==> src/rtl/serial_audio_in_consts.vh <==
// Constants for the serial audio input port
// What this block does
// - Bit-clock edge select picks the edge data changes on; capture uses the other, except multiplex, which always captures on the rising edge.
// - Format field: 000 stereo, 001 left, 010 multiplex, 011-110 right; 111 reserved.
// - Multiplex channels zero to three in first half, four to seven second half.
// - Left and right justified invert the stereo first-channel level: word clock high first with polarity 0, low first with polarity 1.
// - Multiplex accepts a single word-clock pulse as frame start.
`ifndef SERIAL_AUDIO_IN_CONSTS_VH
`define SERIAL_AUDIO_IN_CONSTS_VH
`define FMT_STEREO   3'h0
`define FMT_LEFT     3'h1
`define FMT_TDM      3'h2
`define FMT_RJ24     3'h3
`define FMT_RJ20     3'h4
`define FMT_RJ18     3'h5
`define FMT_RJ16     3'h6
`define FMT_RSVD     3'h7
`define SAMPLE_W     24
`define SLOT_BITS    5'h1f
`define WORD_BITS    5'h18
`define RJ24_LEAD    5'h08
`define RJ20_LEAD    5'h0c
`define RJ18_LEAD    5'h0e
`define RJ16_LEAD    5'h10
`define LAST_CH      3'h7
`define NUM_CH       8
`endif

==> src/rtl/serial_audio_in.v <==
// Serial audio input port receiver
`timescale 1ns/1ps
module serial_audio_in (
  input  wire        sys_clk,
  input  wire        reset_n,
  input  wire        clk_en,
  input  wire [2:0]  input_format,
  input  wire        input_bitclk_edge_select,
  input  wire        input_wordclk_polarity,
  input  wire        bit_clock_in,
  input  wire        word_clock_in,
  input  wire        serial_data_input_zero,
  output reg  [23:0] sample_data,
  output reg  [2:0]  sample_channel,
  output reg         sample_valid,
  output reg         format_error
);
`include "serial_audio_in_consts.vh"

  // ------------------------------------------------------------
  // Format helpers
  // ------------------------------------------------------------
  // Right-justified codes form one range, decoded in several places
  function is_right;
    input [2:0] f;
    begin
      is_right = (f >= `FMT_RJ24) && (f <= `FMT_RJ16);
    end
  endfunction

  // Slot index of the first word bit; stereo and multiplex lose one bit
  function [4:0] word_first;
    input [2:0] f;
    begin
      case (f)
        `FMT_LEFT: word_first = 5'h00;
        `FMT_RJ24: word_first = `RJ24_LEAD;
        `FMT_RJ20: word_first = `RJ20_LEAD;
        `FMT_RJ18: word_first = `RJ18_LEAD;
        `FMT_RJ16: word_first = `RJ16_LEAD;
        default:   word_first = 5'h01;
      endcase
    end
  endfunction

  // Right-justified words run to the slot end, the others last 24 bits
  function in_word;
    input [2:0] f;
    input [4:0] idx;
    begin
      if (is_right(f))
        in_word = (idx >= word_first(f));
      else
        in_word = (idx >= word_first(f)) && (idx < word_first(f) + `WORD_BITS);
    end
  endfunction

  // ------------------------------------------------------------
  // State
  // ------------------------------------------------------------
  reg [1:0]  bck_s_q;
  reg [1:0]  wck_s_q;
  reg [1:0]  dat_s_q;
  reg        bck_prev_q;
  reg        wck_cap_q;
  reg [23:0] shift_q;
  reg [4:0]  bit_q;
  reg [2:0]  ch_q;
  reg        run_q;

  // ------------------------------------------------------------
  // Input synchronisers
  // ------------------------------------------------------------
  always @(posedge sys_clk) begin
    if (!reset_n) begin
      bck_s_q <= 2'h0;
    end else if (clk_en) begin
      bck_s_q <= {bck_s_q[0], bit_clock_in};
    end
  end

  always @(posedge sys_clk) begin
    if (!reset_n) begin
      wck_s_q <= 2'h0;
    end else if (clk_en) begin
      wck_s_q <= {wck_s_q[0], word_clock_in};
    end
  end

  always @(posedge sys_clk) begin
    if (!reset_n) begin
      dat_s_q <= 2'h0;
    end else if (clk_en) begin
      dat_s_q <= {dat_s_q[0], serial_data_input_zero};
    end
  end

  // Idle bit clock is low, so reset to low gives no false edge
  always @(posedge sys_clk) begin
    if (!reset_n) begin
      bck_prev_q <= 1'b0;
    end else if (clk_en) begin
      bck_prev_q <= bck_s_q[1];
    end
  end

  // ------------------------------------------------------------
  // Edge and boundary decode
  // ------------------------------------------------------------
  wire        bck_now     = bck_s_q[1];
  wire        wck_now     = wck_s_q[1];
  wire        dat_now     = dat_s_q[1];
  wire        rise        = bck_now & ~bck_prev_q;
  wire        fall        = ~bck_now & bck_prev_q;
  wire        fmt_ok      = (input_format != `FMT_RSVD);
  wire        is_tdm      = (input_format == `FMT_TDM);
  wire        is_just     = (input_format == `FMT_LEFT) || is_right(input_format);
  // Outside multiplex, data changes on the selected edge, so it is stable at the other; multiplex always captures on the rise
  wire        cap_edge    = is_tdm ? rise : (input_bitclk_edge_select ? fall : rise);
  wire        take        = cap_edge & fmt_ok;
  // First-channel level: justified formats take the inverse of the stereo level, high first when polarity is 0
  wire        first_lvl   = is_just ? ~input_wordclk_polarity : input_wordclk_polarity;
  // Multiplex frame starts on a falling word clock, pulse or square wave alike
  wire        tdm_start   = wck_cap_q & ~wck_now;
  wire        chan_change = (wck_now != wck_cap_q);
  wire        boundary    = is_tdm ? tdm_start : chan_change;
  wire        first_in    = in_word(input_format, 5'h00);
  wire        idx_in      = in_word(input_format, bit_q);
  wire [23:0] shift_next  = idx_in ? {shift_q[22:0], dat_now} : shift_q;
  wire        slot_end    = run_q & ~boundary & (bit_q == `SLOT_BITS);
  wire        tdm_last    = is_tdm & (ch_q == `LAST_CH);
  wire [2:0]  start_ch    = (is_tdm || wck_now == first_lvl) ? 3'h0 : 3'h1;

  // ------------------------------------------------------------
  // Slot control
  // ------------------------------------------------------------
  // Word clock is taken at the capture edge to stay aligned with data
  always @(posedge sys_clk) begin
    if (!reset_n) begin
      wck_cap_q <= 1'b0;
    end else if (clk_en && take) begin
      wck_cap_q <= wck_now;
    end
  end

  // Multiplex slots after the last channel wait for the next frame
  always @(posedge sys_clk) begin
    if (!reset_n) begin
      run_q <= 1'b0;
    end else if (clk_en && take) begin
      if (boundary)
        run_q <= 1'b1;
      else if (slot_end && tdm_last)
        run_q <= 1'b0;
    end
  end

  // The boundary bit itself is slot index zero
  always @(posedge sys_clk) begin
    if (!reset_n) begin
      bit_q <= 5'h00;
    end else if (clk_en && take) begin
      if (boundary)
        bit_q <= 5'h01;
      else if (slot_end)
        bit_q <= 5'h00;
      else if (run_q)
        bit_q <= bit_q + 5'h01;
    end
  end

  always @(posedge sys_clk) begin
    if (!reset_n) begin
      ch_q <= 3'h0;
    end else if (clk_en && take) begin
      if (boundary)
        ch_q <= start_ch;
      else if (slot_end && is_tdm && !tdm_last)
        ch_q <= ch_q + 3'h1;
    end
  end

  // Shorter right-justified words end up in the low bits
  always @(posedge sys_clk) begin
    if (!reset_n) begin
      shift_q <= 24'h000000;
    end else if (clk_en && take) begin
      if (boundary)
        shift_q <= first_in ? {23'h000000, dat_now} : 24'h000000;
      else if (slot_end)
        shift_q <= 24'h000000;
      else if (run_q)
        shift_q <= shift_next;
    end
  end

  // ------------------------------------------------------------
  // Outputs
  // ------------------------------------------------------------
  // Last slot bit may still be a word bit, so hand out the next value
  always @(posedge sys_clk) begin
    if (!reset_n) begin
      sample_data <= 24'h000000;
    end else if (clk_en && take && slot_end) begin
      sample_data <= shift_next;
    end
  end

  always @(posedge sys_clk) begin
    if (!reset_n) begin
      sample_channel <= 3'h0;
    end else if (clk_en && take && slot_end) begin
      sample_channel <= ch_q;
    end
  end

  always @(posedge sys_clk) begin
    if (!reset_n) begin
      sample_valid <= 1'b0;
    end else if (clk_en) begin
      sample_valid <= take & slot_end;
    end
  end

  always @(posedge sys_clk) begin
    if (!reset_n) begin
      format_error <= 1'b0;
    end else if (clk_en) begin
      format_error <= ~fmt_ok;
    end
  end

  // ------------------------------------------------------------
  // Notes
  // ------------------------------------------------------------
  // A boundary that arrives before slot end drops the half-built word;
  // a shorter slot cannot be told apart from a broken link.
  // Bit clock needs at least four system clocks per half period.
endmodule

==> config.mk <==
export PLATFORM = sky130hd
export DESIGN_NAME = serial_audio_in
export DESIGN_NICKNAME = d
export VERILOG_FILES = /design/src/rtl/serial_audio_in.v
export VERILOG_INCLUDE_DIRS = /design/src /design/src/rtl
export SDC_FILE = /design/constraint.sdc
export NUM_CORES = 1
export LEC_CHECK = 0
export BUFFER_PORTS_ARGS = -buffer_cell sky130_fd_sc_hd__clkbuf_2
export CORE_ASPECT_RATIO = 0.5
export CORE_UTILIZATION = 30
export CTS_CLUSTER_SIZE = 30
export DETAILED_ROUTE_END_ITERATION = 8
export GPL_ROUTABILITY_DRIVEN = 0
export SLEW_MARGIN = 20
export SYNTH_ARGS = -nofsm -noshare
export SYNTH_HDL_FRONTEND = slang
export SYNTH_SLANG_ARGS = --single-unit
==> constraint.sdc <==
create_clock -name sys_clk -period 3.8 [get_ports sys_clk]
set_input_delay 0.76 -clock sys_clk [delete_from_list [all_inputs] [get_ports sys_clk]]
set_output_delay 0.76 -clock sys_clk [all_outputs]
set_load 0.03 [all_outputs]
==> out/summary.txt, run 1 <==
outcome: completed
crit path kind: input port to flop
VDD IR-drop max: 0.208 mV
Int Pwr: 1360 uW
leakage dissipation: 0.00148 uW
routed length per placed instance: 12.8 um
Post-Syn Instances: 434
critical path endpoint category: flop
area growth from synthesis to layout: 17.5%
skew final: 8.07 ps
DR iter-0 viols: 239
crit path time final: 2740 ps
Async S/R FF share, synth: 0%
Post-Synthesis Cell Area: 3530 sq um
Top Ports: 40
diode count: 0
Synth Register Bits: 70
critical path's top delay family: simple AND/OR/NAND/NOR gates
commonest non-fill, non-tap cell in the layout: dfxtp_1
area share of fa/ha/maj cells after synthesis: 4.96%
clock network power share: 51.9%
RSZ-0062 raised after global routing: false
Setup Slack @ Placement: 710 ps
Least-Margin Pin Slew: 798 ps
largest net degree at the start of global routing: 52
Starting Density: 31.5%
Clock Sinks: 70
Net Sw Frac: 22.6%
post-route setup TNS: 0 ps
CTS clock-pin slew for the worst setup and hold paths: 60 ps
Core ar.: 11200 sq um
Routed Antenna Nets: 0
drt first pass iters: 4
CTS H-Tree Depth: 3
largest family of logic cells by synthesized area: simple AND/OR/NAND/NOR gates
Post-Route WL: 7950 um
Hold Path Class: flop to flop
Req. time, crit path: 4060 ps
fraction of layout cells with a size suffix above 1: 15.4%
Clk Latency, worst-skew pair: 340 ps
worst path buffer plus inverter count: 2
Setup-failing EPs final: 0
clock root buffer: clkbuf_16
max-slew violations: 0
most frequent cells in the layout: dfxtp_1, nand2_1, nand3_1
Switch Pwr: 399 uW
total power density per cell area: 425 nW/um^2
slowest stage delay, CP: 440 ps
CTS tree: built
Post-CTS Hold Fix Bufs: 0
first-pass GRT wire length: 13700 um
Via Count: 3125
die footprint: 12200 sq um
Worst path slowest cell: a21o_2
max_cap viols: 0
vias in the first global route: 2845
Syn Nets: 459
slew margin rel.: 46.8%
CTS buffer count: 9
worst setup margin: 1060 ps
final HPWL from detailed placement: 5150 um
main flop type after synthesis: dfxtp_1
total grt overflow: 0
Hold WS: 497 ps
sequential element share of the synthesized area: 39.7%
syn avg cell area: 8.13 sq um
DRC Markers: 0
post-route cell area: 4150 sq um
setup repair bufs after CTS: 0
post-synthesis compound-gate area fraction: 19.4%
Placed Instance Area: 3820 sq um
Gate power share: 6.1%
fin crit share: 72.2%
Simple-Gate Fraction of Synth Area: 25.5%
CTS resizes: 0
Synth Area in XOR/XNOR: 0.744%
Yosys cell types: 44
Post-synth EDFFs: 0
crit path max fanout: 34
# rows: 27
Hold Vio Cnt, Final: 0
I/O Buffers: 39
Clock Tree Buf Depth: 2
Ys Warns: 0
mean number of vias per cell: 5.03
initial antenna violation count: 0
critical path cell sequence: clkbuf_2 -> or3b_4 -> a211o_1 -> a21o_2 -> nor3_4 -> buf_4 -> nand4_1 -> o211ai_1
GRT Util Overall: 13.9%
Reg power frac: 42.0%
multiplexer share of the synthesized area: 3.54%
CP Launch Type: input port
Die Span Y: 78.7 um
FMAX: 0.364 GHz
Horiz. Die Dim: 155 um
CP arrival: 3010 ps
Layout Nets: 482
final cells by class:
type | count | area [sq um]
repair buffers | 50 | 278
multi-input cells | 317 | 1910
inverters | 9 | 33.8
fillers | 1178 | 7070
clock inverters | 5 | 82.6
flip-flops and latches | 70 | 1400
clock buffers | 11 | 243
well taps | 159 | 199
registers in the layout (all words and copies together) (netlist names):
name,count
wck_s_q,2
dat_s_q,2
sample_data,24
bck_s_q,2
sample_channel,3
bck_prev_q,1
shift_q,24
format_error,1
bit_q,5
sample_valid,1
ch_q,3
run_q,1
wck_cap_q,1
power groups by stage:
stage,Sequential [uW],Combinational (uW),Clock (uW)
final,741,107,915
after global routing,741,121,966
after CTS,740,109,938
after detailed placement,757,109,0
after global placement,756,108,0
after floorplan,757,81.1,0
per-stage QoR:
step	total power, uW	utilization (%)	instances
final	1760	37.0	621
after detailed placement	865	34.1	605
after global placement	864	34.1	605
after CTS	1790	37.0	621
after floorplan	838	-	434
after global routing	1830	37.0	621
final timing paths:
path,start,endpoint,slack [ps],cells past startpoint
setup / recovery,input_format[2],shift_q[4]$_SDFFE_PN0P_,1060,8
hold / removal,ch_q[2]$_SDFFE_PN0P_,ch_q[2]$_SDFFE_PN0P_,500,2
setup reg to reg,bit_q[0]$_SDFFE_PN0P_,shift_q[4]$_SDFFE_PN0P_,1710,8
hold reg to reg,ch_q[2]$_SDFFE_PN0P_,ch_q[2]$_SDFFE_PN0P_,500,2
worst min-delay path, cell delays in order, from the launching register on:
cell and delay (ps):
dfxtp_1 320, nand2_1 60, o22ai_1 70
kinds of logic after synthesis:
family                   after synthesis
XOR/XNOR                               3
AO/OA/AOI/OAI                        109
multiplexers                          12
adder cells (fa/ha/maj)               14
AND/OR/NAND/NOR                      179
flip-flops                            70
buffers and inverters                 47
synthesized netlist by cell type, types with 2 or more instances:
cell      count  area, sq um
inv_1         8         30.0
and2_1        2         12.5
nand4_1      24          150
nor3_4        2         32.5
nand2_1      64          240
o21a_1        2         15.0
nand3_1      53          265
o211ai_1     23          173
a21o_1        3         22.5
ha_1         14          175
buf_6         4         45.0
a31oi_1      26          163
nor3b_1       2         15.0
nor2b_1      16          100
nor2_1        9         33.8
nand2b_1      3         18.8
o22ai_1       2         12.5
buf_2         5         25.0
clkbuf_1     26         97.6
mux2i_1      10          100
o21ai_0      11         55.1
xnor2_1       2         17.5
dfxtp_1      70         1400
a21oi_1       8         40.0
a21boi_0      2         15.0
o21ai_1      24          120
buf_1         2         7.51
layer usage:
metal  share of wire, %  track usage (%)  routed length, um  vias to the layer above
met3                3.9             3.93                310                        8
li1                   -                -                  -                     1634
met4                1.2             4.90                 99                        0
met2                 43             21.9               3420                       48
met5                  0                0                  0                        -
met1                 52             18.2               4120                     1435
No activity file was read; power rests on OpenSTA's default activity.
==> run 2, diff against run 1 <==
- clock period: 3.8 -> 2.7 ns (I/O delays scaled with it)
==> run 2 against run 1 <==
Wire length is 2.2% higher. Critical endpoint is now sample_data[13]$_SDFFE_PN0P_. Final cell count rose by 1.3%. Non-clock buffer count rose by 8. Hold slack lost 28 ps. Critical path depth grew 4.
==> out/summary.txt, run 2 (same netlist as run 1, synthesis figures left out) <==
outcome: completed
slew margin rel.: 60.2%
leakage dissipation: 0.00152 uW
DRC Markers: 0
Hold Path Class: input port to flop
Req. time, crit path: 2960 ps
CTS clock-pin slew for the worst setup and hold paths: 60 ps
max-slew violations: 0
vias in the first global route: 2771
Placed Instance Area: 3960 sq um
Die Span Y: 78.7 um
most frequent cells in the layout: dfxtp_1, nand2_1, nand3_1
Clock Tree Buf Depth: 2
first-pass GRT wire length: 13900 um
fin crit share: 87.8%
Hold Vio Cnt, Final: 0
crit path max fanout: 28
Clk Latency, worst-skew pair: 330 ps
VDD IR-drop max: 0.348 mV
largest net degree at the start of global routing: 53
CTS buffer count: 9
mean number of vias per cell: 5.00
Hold WS: 469 ps
CP Launch Type: input port
Starting Density: 31.5%
CP arrival: 2630 ps
placed cell count: 613
biggest registers after layout: sample_data (24), shift_q (24), bit_q (5)
fin cells: 629
Clock Sinks: 70
skew final: 8.63 ps
drt first pass iters: 4
critical path endpoint category: flop
setup repair bufs after CTS: 0
Horiz. Die Dim: 155 um
area growth from synthesis to layout: 20.2%
Post-Route WL: 8130 um
die footprint: 12200 sq um
final core utilization: 37.8%
Setup-failing EPs final: 0
crit path time final: 2370 ps
Least-Margin Pin Slew: 598 ps
final HPWL from detailed placement: 5240 um
I/O Buffers: 39
diode count: 0
# rows: 27
CTS resizes: 0
clock root buffer: clkbuf_16
Core ar.: 11200 sq um
max_cap viols: 0
Layout Nets: 490
Via Count: 3148
commonest non-fill, non-tap cell in the layout: dfxtp_1
Post-CTS Hold Fix Bufs: 0
Routed Antenna Nets: 0
DR iter-0 viols: 255
CTS H-Tree Depth: 3
Top Ports: 40
crit path kind: input port to flop
total grt overflow: 0
FMAX: 0.422 GHz
post-route cell area: 4240 sq um
total power density per cell area: 550 nW/um^2
GRT Util Overall: 14.2%
CTS tree: built
fraction of layout cells with a size suffix above 1: 17.0%
initial antenna violation count: 0
RSZ-0062 raised after global routing: false
routed length per placed instance: 12.9 um
==> run 2: where the power goes <==
group	internal, uW	switching [uW]	leakage, uW
combinational	60.6	109	0.000815
sequential	1040	3.87	0.000565
clock	651	468	0.000139
total	1750	581	0.00152
==> run 2: layout make-up <==
type	count	area [sq um]
Clock buffer	10	239
Clock inverter	6	43.8
Fill cell	1188	6970
Inverter	9	33.8
Multi-Input combinational cell	317	1910
Sequential cell	70	1400
Tap cell	159	199
Timing Repair Buffer	58	413
==> run 2: path summary, 6_finish.rpt <==
check,from,to,slack (ps),cells after the start
hold / removal,bit_clock_in,bck_s_q[0]$_SDFFE_PN0P_,470,3
setup / recovery,input_format[2],sample_data[13]$_SDFFE_PN0P_,330,12
hold reg to reg,shift_q[23]$_SDFFE_PN0P_,sample_data[23]$_SDFFE_PN0P_,490,2
setup reg to reg,bit_q[0]$_SDFFE_PN0P_,shift_q[6]$_SDFFE_PN0P_,670,9
==> run 2: critical path, stage by stage <==
cell and delay (ps):
clkbuf_2 190, nor2b_1 190, nor2_1 80, ha_1 280
ha_1 270, nor2_1 110, a21oi_1 50, o31ai_1 80
and2_1 240, buf_4 310, nand2_1 90, a31oi_1 180
==> run 2: per-layer routing <==
metal	global-route usage [%]	wire length [um]	part of all wire (%)
met5	0	0	0
met4	4.41	94	1.2
met3	4.09	309	3.8
met2	21.2	3540	44
met1	19.5	4180	51
==> run 2: stage by stage <==
stage	power, uW	setup TNS, ps	worst slack (ps)
global placement	1230	0	56.8
finish	2330	0	329
global route	2420	0	124
CTS	2360	0	314
floorplan	1180	-2240	-75.3
detailed placement	1240	-52.8	-33.7
==> run 3, diff against run 2 <==
- CELL_PAD_IN_SITES_DETAIL_PLACEMENT: unset -> 0
- CELL_PAD_IN_SITES_GLOBAL_PLACEMENT: unset -> 1
- PLACE_DENSITY_LB_ADDON: unset -> 0.1
==> run 3 against run 2 <==
Global-route usage is 0.45 points higher. Core utilization hardly changed. Design area is 0.12% lower. Sequential power hardly changed. Non-clock buffer count is 2 lower. Hold slack better by 3.2 ps. Fmax is 2.2% lower. Critical path type unchanged.
==> out/summary.txt, run 3 (same netlist as run 1, synthesis figures left out) <==
crit path kind: input port to flop
placed cell count: 611
final HPWL from detailed placement: 5560 um
clock root buffer: clkbuf_16
Layout Nets: 488
critical path endpoint category: flop
final core utilization: 37.8%
Setup Slack @ Placement: -24.5 ps
most frequent cells in the layout: dfxtp_1, nand2_1, nand3_1
Clk Latency, worst-skew pair: 330 ps
CTS buffer count: 9
Worst path slowest cell: ha_1
critical path cell sequence: clkbuf_2 -> nor2b_1 -> nor2_1 -> ha_1 -> ha_1 -> nor2_1 -> a21oi_1 -> o31ai_1 -> and2_1 -> buf_12 -> nand2_1 -> a31oi_1
CTS resizes: 0
setup repair bufs after CTS: 0
Clock Sinks: 70
Critical R2R Launch: bit_q[0]$_SDFFE_PN0P_
VDD IR-drop max: 0.303 mV
diode count: 0
routed length per placed instance: 13.5 um
crit path max fanout: 47
slowest stage delay, CP: 280 ps
Register Area: 1400 sq um
area growth from synthesis to layout: 20.0%
mean number of vias per cell: 5.08
# fillers: 1180
Starting Density: 31.5%
CP Launch Type: input port
die footprint: 12200 sq um
Req. time, crit path: 2950 ps
FMAX: 0.413 GHz
Routed Antenna Nets: 0
outcome: completed
Hold Path Origin: serial_data_input_zero
Setup-failing EPs final: 0
Least-Margin Pin Slew: 477 ps
Die Span Y: 78.7 um
FF-to-FF path depth: 9
I/O Buffers: 39
RSZ-0062 raised after global routing: false
leakage dissipation: 0.00151 uW
largest net degree at the start of global routing: 52
initial antenna violation count: 0
Clock Tree Buf Depth: 2
skew final: 5.10 ps
post-route cell area: 4240 sq um
CP arrival: 2670 ps
Hold Path Class: input port to flop
max_cap viols: 0
hold endpoint: dat_s_q[0]$_SDFFE_PN0P_
Worst R2R Setup Slack: 610 ps
crit path time final: 2420 ps
commonest non-fill, non-tap cell in the layout: dfxtp_1
worst setup margin: 277 ps
vias in the first global route: 2909
DR iter-0 viols: 196
Core ar.: 11200 sq um
max-slew violations: 0
first-pass GRT wire length: 14200 um
Hold Vio Cnt, Final: 0
Horiz. Die Dim: 155 um
biggest registers after layout: sample_data (24), shift_q (24), bit_q (5)
CTS clock-pin slew for the worst setup and hold paths: 60 ps
total grt overflow: 0
area of the multi-input gates: 1910 sq um
CTS tree: built
Via Count: 3187
# rows: 27
fin crit share: 89.7%
drt first pass iters: 4
Post-Route WL: 8490 um
critical path's top delay family: simple AND/OR/NAND/NOR gates
fin cells: 627
total power density per cell area: 549 nW/um^2
slew margin rel.: 67.8%
CTS H-Tree Depth: 3
Placed Instance Area: 3960 sq um
fraction of layout cells with a size suffix above 1: 16.5%
Top Ports: 40
reg2reg end: shift_q[6]$_SDFFE_PN0P_
GRT Util Overall: 14.6%
worst path buffer plus inverter count: 2
Post-CTS Hold Fix Bufs: 0
DRC Markers: 0
worst hold path depth: 3
[run 3: worst max-delay path by stage]
stage,cells past startpoint,to,startpoint,slack [ps]
detailed placement,12,shift_q[6]$_SDFFE_PN0P_,input_format[2],-20
CTS,12,shift_q[6]$_SDFFE_PN0P_,input_format[2],310
finish,12,sample_data[6]$_SDFFE_PN0P_,input_format[2],280
global placement,12,sample_data[6]$_SDFFE_PN0P_,input_format[2],30
floorplan,13,sample_data[0]$_SDFFE_PN0P_,input_format[2],-80
global route,12,sample_data[6]$_SDFFE_PN0P_,input_format[2],110
[run 3: layout make-up]
class / count / area share (%)
multi-input cells: 317 / 45.1
flip-flops and latches: 70 / 33.1
repair buffers: 56 / 9.75
clock buffers: 11 / 5.73
well taps: 159 / 4.70
clock inverters: 5 / 0.827
inverters: 9 / 0.797
[run 3: stage by stage]
| step | power (uW) | hold slack (ps) | TNS (ps) |
|---|---|---|---|
| after global routing | 2430 | 496 | 0 |
| final | 2330 | 472 | 0 |
| after global placement | 1240 | 477 | 0 |
| after floorplan | 1180 | 462 | -2240 |
| after detailed placement | 1240 | 487 | -327 |
| after CTS | 2370 | 465 | 0 |
[run 3: where the power goes]
group	switching, uW	internal, uW	total, uW	leakage (uW)
sequential	3.68	1040	1040	0.000565
combinational	113	60.4	174	0.000807
clock	462	647	1110	0.000135
total	579	1750	2330	0.00151
[run 3: layer usage]
metal / track usage (%) / routed length (um) / up-vias
li1: - / - / 1643
met1: 19.2 / 4430 / 1490
met3: 4.75 / 310 / 4
met4: 3.24 / 38 / 0
met5: 0 / 0 / -
met2: 23.4 / 3720 / 50
[run 3: worst register-to-register path, cell delays in order, from the launching register on]
cell	delay [ps]
dfxtp_1	410
inv_1	70
ha_1	280
nand2b_1	130
a31oi_1	170
o21ai_0	150
and2_1	240
o21a_1	210
buf_12	160
o211ai_1	180
